--- src/core/tmr_defs.svh ---
`ifndef TMR_DEFS_SVH
`define TMR_DEFS_SVH

// ****************************************************************
// Register byte offsets
// ****************************************************************
`define TMR_OFF_MAIN_CTL 5'h00
`define TMR_OFF_STATUS 5'h04
`define TMR_OFF_TRIG_CTL 5'h08
`define TMR_OFF_COUNTER 5'h0c
`define TMR_OFF_CONST_A 5'h10
`define TMR_OFF_CONST_B 5'h14
`define TMR_OFF_IRQ_STATUS 5'h18
`define TMR_OFF_IRQ_MASK 5'h1c

// ****************************************************************
// Field positions
// ****************************************************************
`define TMR_FLAG_HI 7
`define TMR_FLAG_LO 5
`define TMR_OS_B_HI 3
`define TMR_OS_B_LO 2
`define TMR_OS_A_HI 1
`define TMR_OS_A_LO 0
`define TMR_TRIG_EDGE_HI 4
`define TMR_TRIG_EDGE_LO 3
`define TMR_TRIG_START_EN 2
`define TMR_EXTRA_CKS 0
`define TMR_IRQ_EN_HI 7
`define TMR_IRQ_EN_LO 5
`define TMR_CLR_HI 4
`define TMR_CLR_LO 3
`define TMR_CKS_HI 2
`define TMR_CKS_LO 0

// ****************************************************************
// Reset values, reserved ones and writable masks
// ****************************************************************
`define TMR_RST_CONST 8'hff
`define TMR_RST_ZERO 8'h00
`define TMR_STATUS_ONES 8'h10
`define TMR_TRIG_ONES 8'he2
`define TMR_TRIG_WMASK 8'h1d
`define TMR_COUNT_MAX 8'hff

// ****************************************************************
// Encodings
// ****************************************************************
`define TMR_ACT_NONE 2'b00
`define TMR_ACT_LOW 2'b01
`define TMR_ACT_HIGH 2'b10
`define TMR_ACT_TOGGLE 2'b11
`define TMR_EDGE_OFF 2'b00
`define TMR_EDGE_RISE 2'b01
`define TMR_EDGE_FALL 2'b10
`define TMR_EDGE_BOTH 2'b11
`define TMR_CLR_NONE 2'b00
`define TMR_CLR_MATCH_A 2'b01
`define TMR_CLR_MATCH_B 2'b10
`define TMR_CLR_PIN 2'b11
`define TMR_RESP_OKAY 2'b00
`define TMR_RESP_SLVERR 2'b10

`endif

--- src/core/tmr_pkg.sv ---
package tmr_pkg;

    // Timer state carried as one record
    typedef struct packed {
        logic [6:0] presc;
        logic tap_prev;
        logic [7:0] counter;
        logic [7:0] const_a;
        logic [7:0] const_b;
        logic [7:0] main_ctl;
        logic [2:0] flags;
        logic [3:0] out_sel;
        logic [7:0] trig_ctl;
        logic [2:0] armed;
        logic running;
        logic wave;
        logic [1:0] trig_sync;
        logic trig_prev;
        logic [1:0] rpin_sync;
        logic rpin_prev;
        logic [2:0] irq_status;
        logic [2:0] irq_mask;
        logic irq;
        logic irq_req;
    } timer_state_t;

    // Bus slave state: handshake outputs, held write address and data, read data
    typedef struct packed {
        logic awready;
        logic wready;
        logic aw_held;
        logic w_held;
        logic [4:0] awaddr;
        logic [31:0] wdata;
        logic wstrb0;
        logic bvalid;
        logic [1:0] bresp;
        logic arready;
        logic rvalid;
        logic [31:0] rdata;
        logic [1:0] rresp;
    } bus_state_t;

endpackage

--- src/core/timer_status_output_trigger_ctrl.sv ---
// Notes on behaviour
// - Match-B flag (status bit 7) sets when counter equals constant B.
// - Match-A flag (status bit 6) sets when counter equals constant A.
// - Wrap flag (status bit 5) sets when counter rolls from max to zero.
// - Flags clear by reading one, then writing zero.
// - Reserved bits read as one: status bit 4, trigger bits 7..5 and 1.
// - Status bits 3:2 pick waveform action on match B.
// - Status bits 1:0 pick waveform action on match A.
// - Match A and match B actions are independent.
// - Waveform output is low after reset until first match.
// - Trigger bits 4:3 select off, rising, falling or both edges.
// - With trigger start on, a clear halts counting; selected edge restarts it.
// - With trigger start off, edges are ignored and counting continues.
// - Trigger bit 0 is an extra clock-select bit.
// - Counter steps on falling edge of clock divided by 4..128.
// - Eight-bit up-counter cleared by match A, match B or reset pin rise.
// - Simultaneous conflicting actions: toggle beats high beats low.
// - Each flag requests an interrupt while its enable bit is set.
`include "tmr_defs.svh"

module timer_status_output_trigger_ctrl
    import tmr_pkg::*;
#(
    parameter int PRE_W = 7
) (
    // Clock and reset
    input wire logic i_mclk,
    input wire logic i_rst_b,
    // AXI4-Lite write address and data
    input wire logic i_awvalid,
    output logic o_awready,
    input wire logic [4:0] i_awaddr,
    input wire logic i_wvalid,
    output logic o_wready,
    input wire logic [31:0] i_wdata,
    input wire logic [3:0] i_wstrb,
    // AXI4-Lite write response
    output logic o_bvalid,
    input wire logic i_bready,
    output logic [1:0] o_bresp,
    // AXI4-Lite read
    input wire logic i_arvalid,
    output logic o_arready,
    input wire logic [4:0] i_araddr,
    output logic o_rvalid,
    input wire logic i_rready,
    output logic [31:0] o_rdata,
    output logic [1:0] o_rresp,
    // Pins
    input wire logic i_trigger_in_pin,
    input wire logic i_counter_reset_pin,
    output logic o_waveform_out_pin,
    // Interrupts
    output logic o_irq,
    output logic o_irq_req
);

    // ****************************************************************
    // State
    // ****************************************************************
    timer_state_t st;
    timer_state_t next_st;
    bus_state_t bus;
    bus_state_t next_bus;

    logic wr_go;
    logic [4:0] wr_addr;
    logic rd_go;
    logic [4:0] rd_addr;

    // Mapped address check, low two bits ignored
    function automatic logic mapped(input logic [4:0] a);
        logic [4:0] w;
        w = {a[4:2], 2'b00};
        mapped = (w == `TMR_OFF_MAIN_CTL) || (w == `TMR_OFF_STATUS) ||
                 (w == `TMR_OFF_TRIG_CTL) || (w == `TMR_OFF_COUNTER) ||
                 (w == `TMR_OFF_CONST_A) || (w == `TMR_OFF_CONST_B) ||
                 (w == `TMR_OFF_IRQ_STATUS) || (w == `TMR_OFF_IRQ_MASK);
    endfunction

    // Read mux with reserved ones forced in
    function automatic logic [7:0] read_reg(input logic [4:0] a, input timer_state_t s);
        logic [7:0] v;
        v = 8'h00;
        case ({a[4:2], 2'b00})
            `TMR_OFF_MAIN_CTL: v = s.main_ctl;
            `TMR_OFF_STATUS: v = {s.flags, 1'b0, s.out_sel} | `TMR_STATUS_ONES;
            `TMR_OFF_TRIG_CTL: v = s.trig_ctl | `TMR_TRIG_ONES;
            `TMR_OFF_COUNTER: v = s.counter;
            `TMR_OFF_CONST_A: v = s.const_a;
            `TMR_OFF_CONST_B: v = s.const_b;
            `TMR_OFF_IRQ_STATUS: v = {s.irq_status, 5'h00};
            `TMR_OFF_IRQ_MASK: v = {s.irq_mask, 5'h00};
            default: v = 8'h00;
        endcase
        read_reg = v;
    endfunction

    // ****************************************************************
    // AXI4-Lite slave
    // ****************************************************************
    // Address and data latch independently; write fires once both are held
    always_comb begin
        next_bus = bus;
        wr_go = 1'b0;
        wr_addr = bus.awaddr;
        rd_go = 1'b0;
        rd_addr = i_araddr;
        if (i_awvalid && bus.awready) begin
            next_bus.aw_held = 1'b1;
            next_bus.awready = 1'b0;
            next_bus.awaddr = i_awaddr;
        end
        if (i_wvalid && bus.wready) begin
            next_bus.w_held = 1'b1;
            next_bus.wready = 1'b0;
            next_bus.wdata = i_wdata;
            next_bus.wstrb0 = i_wstrb[0];
        end
        if (bus.aw_held && bus.w_held && !bus.bvalid) begin
            wr_go = mapped(bus.awaddr) && bus.wstrb0;
            next_bus.bvalid = 1'b1;
            next_bus.bresp = mapped(bus.awaddr) ? `TMR_RESP_OKAY : `TMR_RESP_SLVERR;
            next_bus.aw_held = 1'b0;
            next_bus.w_held = 1'b0;
        end
        if (bus.bvalid && i_bready) begin
            next_bus.bvalid = 1'b0;
            next_bus.awready = 1'b1;
            next_bus.wready = 1'b1;
        end
        // One read at a time; reads with side effects fire once
        if (i_arvalid && bus.arready) begin
            rd_go = mapped(i_araddr);
            next_bus.arready = 1'b0;
            next_bus.rvalid = 1'b1;
            next_bus.rdata = {24'h000000, read_reg(i_araddr, st)};
            next_bus.rresp = mapped(i_araddr) ? `TMR_RESP_OKAY : `TMR_RESP_SLVERR;
        end
        if (bus.rvalid && i_rready) begin
            next_bus.rvalid = 1'b0;
            next_bus.arready = 1'b1;
        end
    end

    // Bus registers
    always_ff @(posedge i_mclk or negedge i_rst_b) begin
        if (!i_rst_b) begin
            bus <= '0;
            bus.awready <= 1'b1;
            bus.wready <= 1'b1;
            bus.arready <= 1'b1;
        end else begin
            bus <= next_bus;
        end
    end

    // ****************************************************************
    // Timer core
    // ****************************************************************
    logic [2:0] cks;
    logic [2:0] tap_idx;
    logic tap_on;
    logic tap;
    logic tick;
    logic step;
    logic match_a;
    logic match_b;
    logic wrap;
    logic rpin_rise;
    logic trig_rise;
    logic trig_fall;
    logic trig_edge;
    logic clear_evt;
    logic [1:0] act_a;
    logic [1:0] act_b;
    logic any_toggle;
    logic any_high;
    logic any_low;
    logic [2:0] set_evt;
    logic [7:0] wd;

    // Counting, matching, flags, waveform and interrupts
    always_comb begin
        next_st = st;
        wd = bus.wdata[7:0];
        cks = st.main_ctl[`TMR_CKS_HI:`TMR_CKS_LO];
        // Divider tap: extra select takes the larger divisor of each pair
        tap_on = 1'b1;
        case (cks)
            3'b001: tap_idx = st.trig_ctl[`TMR_EXTRA_CKS] ? 3'd2 : 3'd1;
            3'b010: tap_idx = st.trig_ctl[`TMR_EXTRA_CKS] ? 3'd4 : 3'd3;
            3'b011: tap_idx = st.trig_ctl[`TMR_EXTRA_CKS] ? 3'd6 : 3'd5;
            default: begin
                tap_idx = 3'd0;
                tap_on = 1'b0;
            end
        endcase
        // Source switches can look like a falling edge, as on the original part
        tap = tap_on && st.presc[tap_idx];
        tick = st.tap_prev && !tap;
        step = tick && st.running;
        next_st.presc = st.presc + 7'd1;
        next_st.tap_prev = tap;
        // Compare in the last state of equality; a constant write inhibits it
        match_a = step && (st.counter == st.const_a) &&
                  !(wr_go && {wr_addr[4:2], 2'b00} == `TMR_OFF_CONST_A);
        match_b = step && (st.counter == st.const_b) &&
                  !(wr_go && {wr_addr[4:2], 2'b00} == `TMR_OFF_CONST_B);
        wrap = step && (st.counter == `TMR_COUNT_MAX);
        // Two-flop synchronisers, edges seen off the second stage
        next_st.trig_sync = {st.trig_sync[0], i_trigger_in_pin};
        next_st.trig_prev = st.trig_sync[1];
        next_st.rpin_sync = {st.rpin_sync[0], i_counter_reset_pin};
        next_st.rpin_prev = st.rpin_sync[1];
        trig_rise = st.trig_sync[1] && !st.trig_prev;
        trig_fall = !st.trig_sync[1] && st.trig_prev;
        rpin_rise = st.rpin_sync[1] && !st.rpin_prev;
        case (st.trig_ctl[`TMR_TRIG_EDGE_HI:`TMR_TRIG_EDGE_LO])
            `TMR_EDGE_RISE: trig_edge = trig_rise;
            `TMR_EDGE_FALL: trig_edge = trig_fall;
            `TMR_EDGE_BOTH: trig_edge = trig_rise || trig_fall;
            default: trig_edge = 1'b0;
        endcase
        case (st.main_ctl[`TMR_CLR_HI:`TMR_CLR_LO])
            `TMR_CLR_MATCH_A: clear_evt = match_a;
            `TMR_CLR_MATCH_B: clear_evt = match_b;
            `TMR_CLR_PIN: clear_evt = rpin_rise;
            default: clear_evt = 1'b0;
        endcase
        // Clear beats a counter write; a write beats a step
        if (clear_evt) begin
            next_st.counter = `TMR_RST_ZERO;
        end else if (wr_go && {wr_addr[4:2], 2'b00} == `TMR_OFF_COUNTER) begin
            next_st.counter = wd;
        end else if (step) begin
            next_st.counter = st.counter + 8'd1;
        end
        // Start/stop under trigger control
        if (!st.trig_ctl[`TMR_TRIG_START_EN]) begin
            next_st.running = 1'b1;
        end else if (clear_evt) begin
            next_st.running = 1'b0;
        end else if (trig_edge) begin
            next_st.running = 1'b1;
        end
        // Waveform: each match has its own action field
        act_a = match_a ? st.out_sel[`TMR_OS_A_HI:`TMR_OS_A_LO] : `TMR_ACT_NONE;
        act_b = match_b ? st.out_sel[`TMR_OS_B_HI:`TMR_OS_B_LO] : `TMR_ACT_NONE;
        any_toggle = (act_a == `TMR_ACT_TOGGLE) || (act_b == `TMR_ACT_TOGGLE);
        any_high = (act_a == `TMR_ACT_HIGH) || (act_b == `TMR_ACT_HIGH);
        any_low = (act_a == `TMR_ACT_LOW) || (act_b == `TMR_ACT_LOW);
        if (any_toggle) begin
            next_st.wave = !st.wave;
        end else if (any_high) begin
            next_st.wave = 1'b1;
        end else if (any_low) begin
            next_st.wave = 1'b0;
        end
        // Register writes other than the counter
        if (wr_go) begin
            case ({wr_addr[4:2], 2'b00})
                `TMR_OFF_MAIN_CTL: next_st.main_ctl = wd;
                `TMR_OFF_STATUS: begin
                    next_st.out_sel = wd[`TMR_OS_B_HI:`TMR_OS_A_LO];
                    // Zero clears only an armed flag; one is ignored
                    next_st.flags = st.flags &
                        ~(st.armed & ~wd[`TMR_FLAG_HI:`TMR_FLAG_LO]);
                    next_st.armed = 3'b000;
                end
                `TMR_OFF_TRIG_CTL: next_st.trig_ctl = wd & `TMR_TRIG_WMASK;
                `TMR_OFF_CONST_A: next_st.const_a = wd;
                `TMR_OFF_CONST_B: next_st.const_b = wd;
                `TMR_OFF_IRQ_MASK: next_st.irq_mask = wd[`TMR_FLAG_HI:`TMR_FLAG_LO];
                default: next_st.irq_mask = next_st.irq_mask;
            endcase
        end
        // Reading status arms the flags then set; reading irq status clears it
        if (rd_go && {rd_addr[4:2], 2'b00} == `TMR_OFF_STATUS) begin
            next_st.armed = st.flags;
        end
        if (rd_go && {rd_addr[4:2], 2'b00} == `TMR_OFF_IRQ_STATUS) begin
            next_st.irq_status = 3'b000;
        end
        // New events win over any clear in the same cycle
        set_evt = {match_b, match_a, wrap};
        next_st.flags = next_st.flags | set_evt;
        next_st.irq_status = next_st.irq_status | set_evt;
        next_st.irq_req = |(next_st.flags &
                            next_st.main_ctl[`TMR_IRQ_EN_HI:`TMR_IRQ_EN_LO]);
        next_st.irq = |(next_st.irq_status & next_st.irq_mask);
    end

    // Timer registers
    always_ff @(posedge i_mclk or negedge i_rst_b) begin
        if (!i_rst_b) begin
            st <= '0;
            st.const_a <= `TMR_RST_CONST;
            st.const_b <= `TMR_RST_CONST;
            st.running <= 1'b1;
            st.wave <= 1'b0;
        end else begin
            st <= next_st;
        end
    end

    // ****************************************************************
    // Outputs, all straight from flops
    // ****************************************************************
    assign o_awready = bus.awready;
    assign o_wready = bus.wready;
    assign o_bvalid = bus.bvalid;
    assign o_bresp = bus.bresp;
    assign o_arready = bus.arready;
    assign o_rvalid = bus.rvalid;
    assign o_rdata = bus.rdata;
    assign o_rresp = bus.rresp;
    assign o_waveform_out_pin = st.wave;
    assign o_irq = st.irq;
    assign o_irq_req = st.irq_req;

endmodule // timer_status_output_trigger_ctrl

--- config.mk ---
export PLATFORM = sky130hd
export DESIGN_NAME = timer_status_output_trigger_ctrl
export DESIGN_NICKNAME = d
export VERILOG_FILES = /design/src/core/tmr_pkg.sv /design/src/core/timer_status_output_trigger_ctrl.sv
export VERILOG_INCLUDE_DIRS = /design/src /design/src/core
export SDC_FILE = /design/constraint.sdc
export NUM_CORES = 1
export LEC_CHECK = 0
export ABC_AREA = 1
export BUFFER_PORTS_ARGS = -buffer_cell sky130_fd_sc_hd__buf_4
export CORE_UTILIZATION = 40
export DETAILED_ROUTE_END_ITERATION = 10
export PLACE_DENSITY = 0.6
export SKIP_LAST_GASP = 1
export SYNTH_ARGS = -nofsm -noshare
export SYNTH_HDL_FRONTEND = slang
export SYNTH_SLANG_ARGS = --single-unit
--- constraint.sdc ---
create_clock -name i_mclk -period 2.2 [get_ports i_mclk]
set_clock_uncertainty 0.2 [all_clocks]
set_input_delay 0.11 -clock i_mclk [delete_from_list [all_inputs] [get_ports i_mclk]]
set_output_delay 0.11 -clock i_mclk [all_outputs]
set_load 0.01 [all_outputs]
==> metrics.cfg, run 1 <==
[run_status]
outcome = complete, no violations

[grt]
grt_pass1_wl_um = 20600
grt_max_degree = 51
grt_pass1_vias = 3988
grt_overflow = 0
grt_usage_pct = 20.9
antenna_found_initial = 0

[floorplanning]
core-area_um2 = 12200
io_pins = 99
die_y_um = 115
fp.dieArea_um2 = 13200
start_util_pct = 41.9
die_x_um = 115
rows = 40

[routing]
drt_pre_antenna_iters = 5
num_vias = 4087
detail_route.wl_per_cell_um = 14.8
drc = 0
final_antenna_net_count = 0
drt-initial-drc-count = 294
routed_via_density = 4.87
routed_wl_um = 12400

[clock_network]
path_clk_slew_ns = 0.07
cts_buffer_depth = 2
htreeDepth = 3
cts.sinks = 99
clk_latency_ns = 0.36
cts_root_buf = clkbuf_16
cts_buffers = 9
cts_tree = done
cts_setup_buffers = 0

[placement]
hpwl_um = 9090
place_congestion = 0.909
portBuffers = 41
post_dp_cell_area_um2 = 5450
pre_cts_slack_ns = 0.161

[critical_path]
path_cells = inv_1, nand2_1, nand2_1, nand2_1, nor2_1, nand2_1, nor2_2, nand3_4, nand2_2, nand2_2, nand2_4, nor2_1
path_depth = 12
cpPeakStageDelay_ns = 0.42
rr_worst_depth = 12
worstPathRequired_ns = 2.25
worstSetupPathType = reg2reg
critPathBufInv = 1
crit_path_frequent_cell = nand2_1
cp_data_arrival_time_ns = 2.12
critPathLaunchType = flop
critPathTopFamily = simple AND/OR/NAND/NOR gates
cpMaxStageDelayCell = dfrtp_1
crit_path_end_kind = flop
critPathMaxFanout = 8

[final_layout]
drive_above_1_share_pct = 17.1
design_area_um2 = 5990
nNetsFinal = 727
final_common_cell = nand2_1
areaGrowthSynthToFinish_pct = 17.3
final_cell_mix = nand2_1, dfrtp_1, inv_1
nFillCells = 1187
diodes = 0
final_core_util_pct = 49.1

[pwr]
powerDensity_nw_per_um2 = 1150
clkPwrFrac_pct = 21.6
power_mw = 6.91
combinationalPowerShare_pct = 31.7
p_leak_nw = 2.78
p_switching_mw = 2.64
internal-power_mw = 4.27
vdd_drop_max_uv = 614
p_sw_share_pct = 38.2
seq_power_share_pct = 46.7

[sta]
relSlewSlack_pct = 59.9
finalWorstSetupSlack_ns = 0.136
min_period_ns = 2.06
rsz0062_at_grt = false
drv_slew = 0
worst_slew_pin_slew_ns = 0.597
finalHoldViolCount = 0
fin_setup_tns_ns = 0
finalCritPeriodShare_pct = 93.8
setup_viol = 0
fmax_mhz = 484

[yosys]
seq_area_frac_synth_pct = 48.9
yosys_warnings = 0
ys_ff_latch = 99
syn_avg_cell_area_um2 = 8.44
syn_area_um2 = 5110
synthDistinctLibCells = 40
syn_inst = 606

[run]
cap_violations = 0

[hold_path]
hp-class = in2async

==> repair_timing <==
action	CTS	global route
setup endpoints to repair	0	3
hold buffers	26	0
endpoints found under the hold margin	107	0
resized for setup	0	3
==> path summary, 6_finish.rpt <==
check / slack (ns) / from / to
min reg2reg: 0.15 / next_st[10]$_DFF_PN0_ / next_st[8]$_DFF_PN0_
max: 0.14 / st[63]$_DFFE_PN0P_ / st[64]$_DFFE_PN0P_
min: 0.01 / i_rst_b / next_st[13]$_DFF_PN0_
max in group asynchronous: 1.08 / i_rst_b / st[53]$_DFFE_PN1P_
min in group i_mclk: 0.11 / i_araddr[2] / st[18]$_DFFE_PN0P_
max reg2reg: 0.14 / st[63]$_DFFE_PN0P_ / st[64]$_DFFE_PN0P_
==> cell families after synthesis <==
family,Yosys count,share of synthesized area [%]
AO/OA/AOI/OAI,112,12.4
flip-flops,99,48.9
AND/OR/NAND/NOR,238,21.2
XOR/XNOR,22,3.77
adder cells (fa/ha/maj),4,0.979
other,1,0.0734
buffers and inverters,130,12.6
==> flip-flops by register name, summed over array words and instances (netlist names), 3 cells and up <==
| signal | count |
|---|---|
| cks | 3 |
| o_rdata | 8 |
| next_st | 4 |
| st | 60 |
| bus | 11 |
| wr_addr | 3 |
==> per-layer routing <==
layer | part of all wire, % | track usage, % | routed length, um
met2 | 46 | 31.9 | 5650
met1 | 48 | 29.2 | 5950
met4 | 1.7 | 7.01 | 217
met5 | 0 | 0 | 0
met3 | 4.8 | 4.80 | 599
==> cell type report <==
type	instances	area [um^2]	share of cell area, %
flip-flops and latches	99	2500	41.7
multi-input cells	402	2070	34.5
repair buffers	73	626	10.4
inverters	83	315	5.26
clock buffers	12	256	4.28
well taps	168	210	3.51
clock inverters	3	15.0	0.250
==> stage by stage <==
stage               cells  hold slack, ns
floorplan             631          -0.386
global placement      799          -0.149
detailed placement    799          -0.142
CTS                   840          0.0172
global route          840          0.0510
finish                840          0.0109
==> power by group through the flow <==
| stage | registers [mW] | clock network (mW) | logic [mW] |
|---|---|---|---|
| 6_report | 3.23 | 1.50 | 2.19 |
| 2_1_floorplan | 3.01 | 0 | 1.62 |
| 3_5_place_dp | 3.23 | 0 | 2.11 |
| 4_1_cts | 3.22 | 1.53 | 2.18 |
| 3_3_place_gp | 3.22 | 0 | 2.07 |
| 5_1_grt | 3.31 | 1.60 | 2.47 |
==> Yosys cell counts (all sizes together) <==
cell / instances / share of area, %
dfrtp: 79 / 39
o31ai: 2 / 0.39
xor2: 12 / 2.1
ha: 4 / 0.98
nor2: 39 / 3.4
nand2: 153 / 12
buf: 41 / 6.0
clkbuf: 6 / 0.51
a211o: 1 / 0.17
o22ai: 10 / 1.2
nand3: 27 / 2.9
o211ai: 9 / 1.3
nand4: 11 / 1.3
a211oi: 2 / 0.29
a21oi: 11 / 1.1
nor4: 1 / 0.42
clkinv: 2 / 0.15
a22o: 1 / 0.17
conb: 1 / 0.073
xnor2: 10 / 1.7
o21ai: 72 / 7.1
nor3: 6 / 0.88
o2111ai: 1 / 0.17
o21a: 3 / 0.44
or2: 1 / 0.12
dfstp: 20 / 10
inv: 81 / 5.9
No activity file was read; power rests on OpenSTA's default activity.
==> inputs of run 2 (changes only) <==
Settings changed: MAX_ROUTING_LAYER set to met4.
==> run 2 against run 1 <==
- utilization grew 0.30 points
- sequential share of layout area fell by 0.25 points
- largest cell class unchanged
- final area grew 0.61%
- flip-flop and latch count stayed put
- critical endpoint is now st[58]$_DFFE_PN0P_
- power about the same
==> metrics.cfg, run 2 (synthesis results as in run 1) <==
[clock_network]
cts_tree = done
path_clk_slew_ns = 0.07
cts_setup_buffers = 0
cts_buffer_depth = 2
clk_latency_ns = 0.35
cts.sinks = 99
cts_buffers = 9
cts_root_buf = clkbuf_16
htreeDepth = 3

[sta]
fmax_mhz = 504
rsz0062_at_grt = false
fin_setup_tns_ns = 0
setup_viol = 0
min_period_ns = 1.99
finalCritPeriodShare_pct = 90.3
drv_slew = 0
relSlewSlack_pct = 60.9
finalHoldViolCount = 0
worst_slew_pin_slew_ns = 0.582

[critical_path]
worstSetupPathType = reg2reg
cp_data_arrival_time_ns = 2.02
worstPathRequired_ns = 2.24
critPathMaxFanout = 8
critPathLaunchType = flop
crit_path_end_kind = flop

[final_layout]
top_register = st
diodes = 0
largest_reg_flops = 60
areaGrowthSynthToFinish_pct = 18.0
final_common_cell = nand2_1
final_cell_mix = nand2_1, dfrtp_1, inv_1
drive_above_1_share_pct = 17.0
nNetsFinal = 730
final_core_util_pct = 49.4

[pwr]
p_switching_mw = 2.60
combinationalPowerShare_pct = 31.4
vdd_drop_max_uv = 596
clkPwrFrac_pct = 22.0
p_sw_share_pct = 37.6
seq_power_share_pct = 46.7
internal-power_mw = 4.31
powerDensity_nw_per_um2 = 1150
p_leak_nw = 2.81

[routing]
final_antenna_net_count = 0
drt-initial-drc-count = 282
routed_wl_um = 12200
num_vias = 4072
drt_pre_antenna_iters = 6
routed_via_density = 4.82
drc = 0
detail_route.wl_per_cell_um = 14.5

[placement]
portBuffers = 41
place_congestion = 0.954
hpwl_um = 9170

[grt]
antenna_found_initial = 0
grt_pass1_wl_um = 20200
grt_overflow = 0
grt_usage_pct = 21.2
grt_max_degree = 49
grt_pass1_vias = 3913

[floorplanning]
fp.dieArea_um2 = 13200
io_pins = 99
die_y_um = 115
core-area_um2 = 12200
start_util_pct = 41.9
rows = 40
die_x_um = 115

[run_status]
outcome = complete, no violations

[run]
cap_violations = 0

[hold_path]
hp-class = in2reg

-- run 2: per-stage QoR --
stage | instance area, um^2 | hold slack, ns | worst slack [ns] | power (mW) | cells
6_report | 6030 | 0.114 | 0.214 | 6.91 | 844
3_5_place_dp | 5460 | -0.163 | 0.181 | 5.36 | 800
4_1_cts | 6020 | 0.0984 | 0.0573 | 6.98 | 844
5_1_grt | 6030 | 0.120 | 0.0190 | 7.44 | 844
2_1_floorplan | 5210 | -0.386 | 0.506 | 4.63 | 631
3_3_place_gp | 5460 | -0.163 | 0.210 | 5.31 | 800
-- run 2: metal layers --
layer | vias to the layer above | global-route usage (%) | wire length [um]
met3 | 19 | 4.06 | 653
met2 | 125 | 32.2 | 5570
met5 | - | - | 0
li1 | 2013 | - | -
met1 | 1915 | 28.0 | 5760
met4 | 0 | 8.23 | 237
-- run 2: cell type report --
class / count / area, um^2
clock buffer: 14 / 274
clock inverter: 2 / 10.0
fill: 1203 / 6180
inverter: 83 / 312
multi-input combinational: 402 / 2070
sequential: 99 / 2500
tap: 168 / 210
timing repair buffer: 76 / 653
-- run 2: final timing paths --
kind / startpoint / endpoint / slack (ns) / depth (start not counted)
setup / recovery: st[60]$_DFFE_PN0P_ / st[58]$_DFFE_PN0P_ / 0.21 / 12
hold / removal: i_araddr[2] / st[17]$_DFFE_PN0P_ / 0.11 / 5
setup reg to reg: st[60]$_DFFE_PN0P_ / st[58]$_DFFE_PN0P_ / 0.21 / 12
hold reg to reg: next_st[13]$_DFF_PN0_ / next_st[11]$_DFF_PN0_ / 0.15 / 0
max in group asynchronous: i_rst_b / st[59]$_DFFE_PN0P_ / 0.27 / 4
min in group asynchronous: i_rst_b / wr_addr[3]$_DFFE_PN0P_ / 0.51 / 3
-- run 2: critical path, cell delays in order (launching register included) --
cell and delay (ns):
dfrtp_1 0.46, inv_1 0.13, nand2_1 0.07, nand2_1 0.07, nand2_1 0.05, nor2_1 0.09
nand2_1 0.07, nor2_2 0.20, nand3_4 0.15, nand2_2 0.09, nand2_2 0.07, nand2_4 0.15
nor2_1 0.07
-- run 2: timing repair --
| item | in CTS | in global routing |
|---|---|---|
| gates resized for setup | 0 | 2 |
| hold buffers | 28 | 0 |
| hold endpoints to repair | 108 | 0 |
| setup endpoints to repair | 0 | 3 |
-- run 2: power by group through the flow --
stage	Sequential (mW)	Combinational (mW)	Clock [mW]
global route	3.32	2.50	1.62
floorplan	3.01	1.62	0
detailed placement	3.24	2.11	0
global placement	3.24	2.07	0
CTS	3.22	2.18	1.57
finish	3.23	2.17	1.52
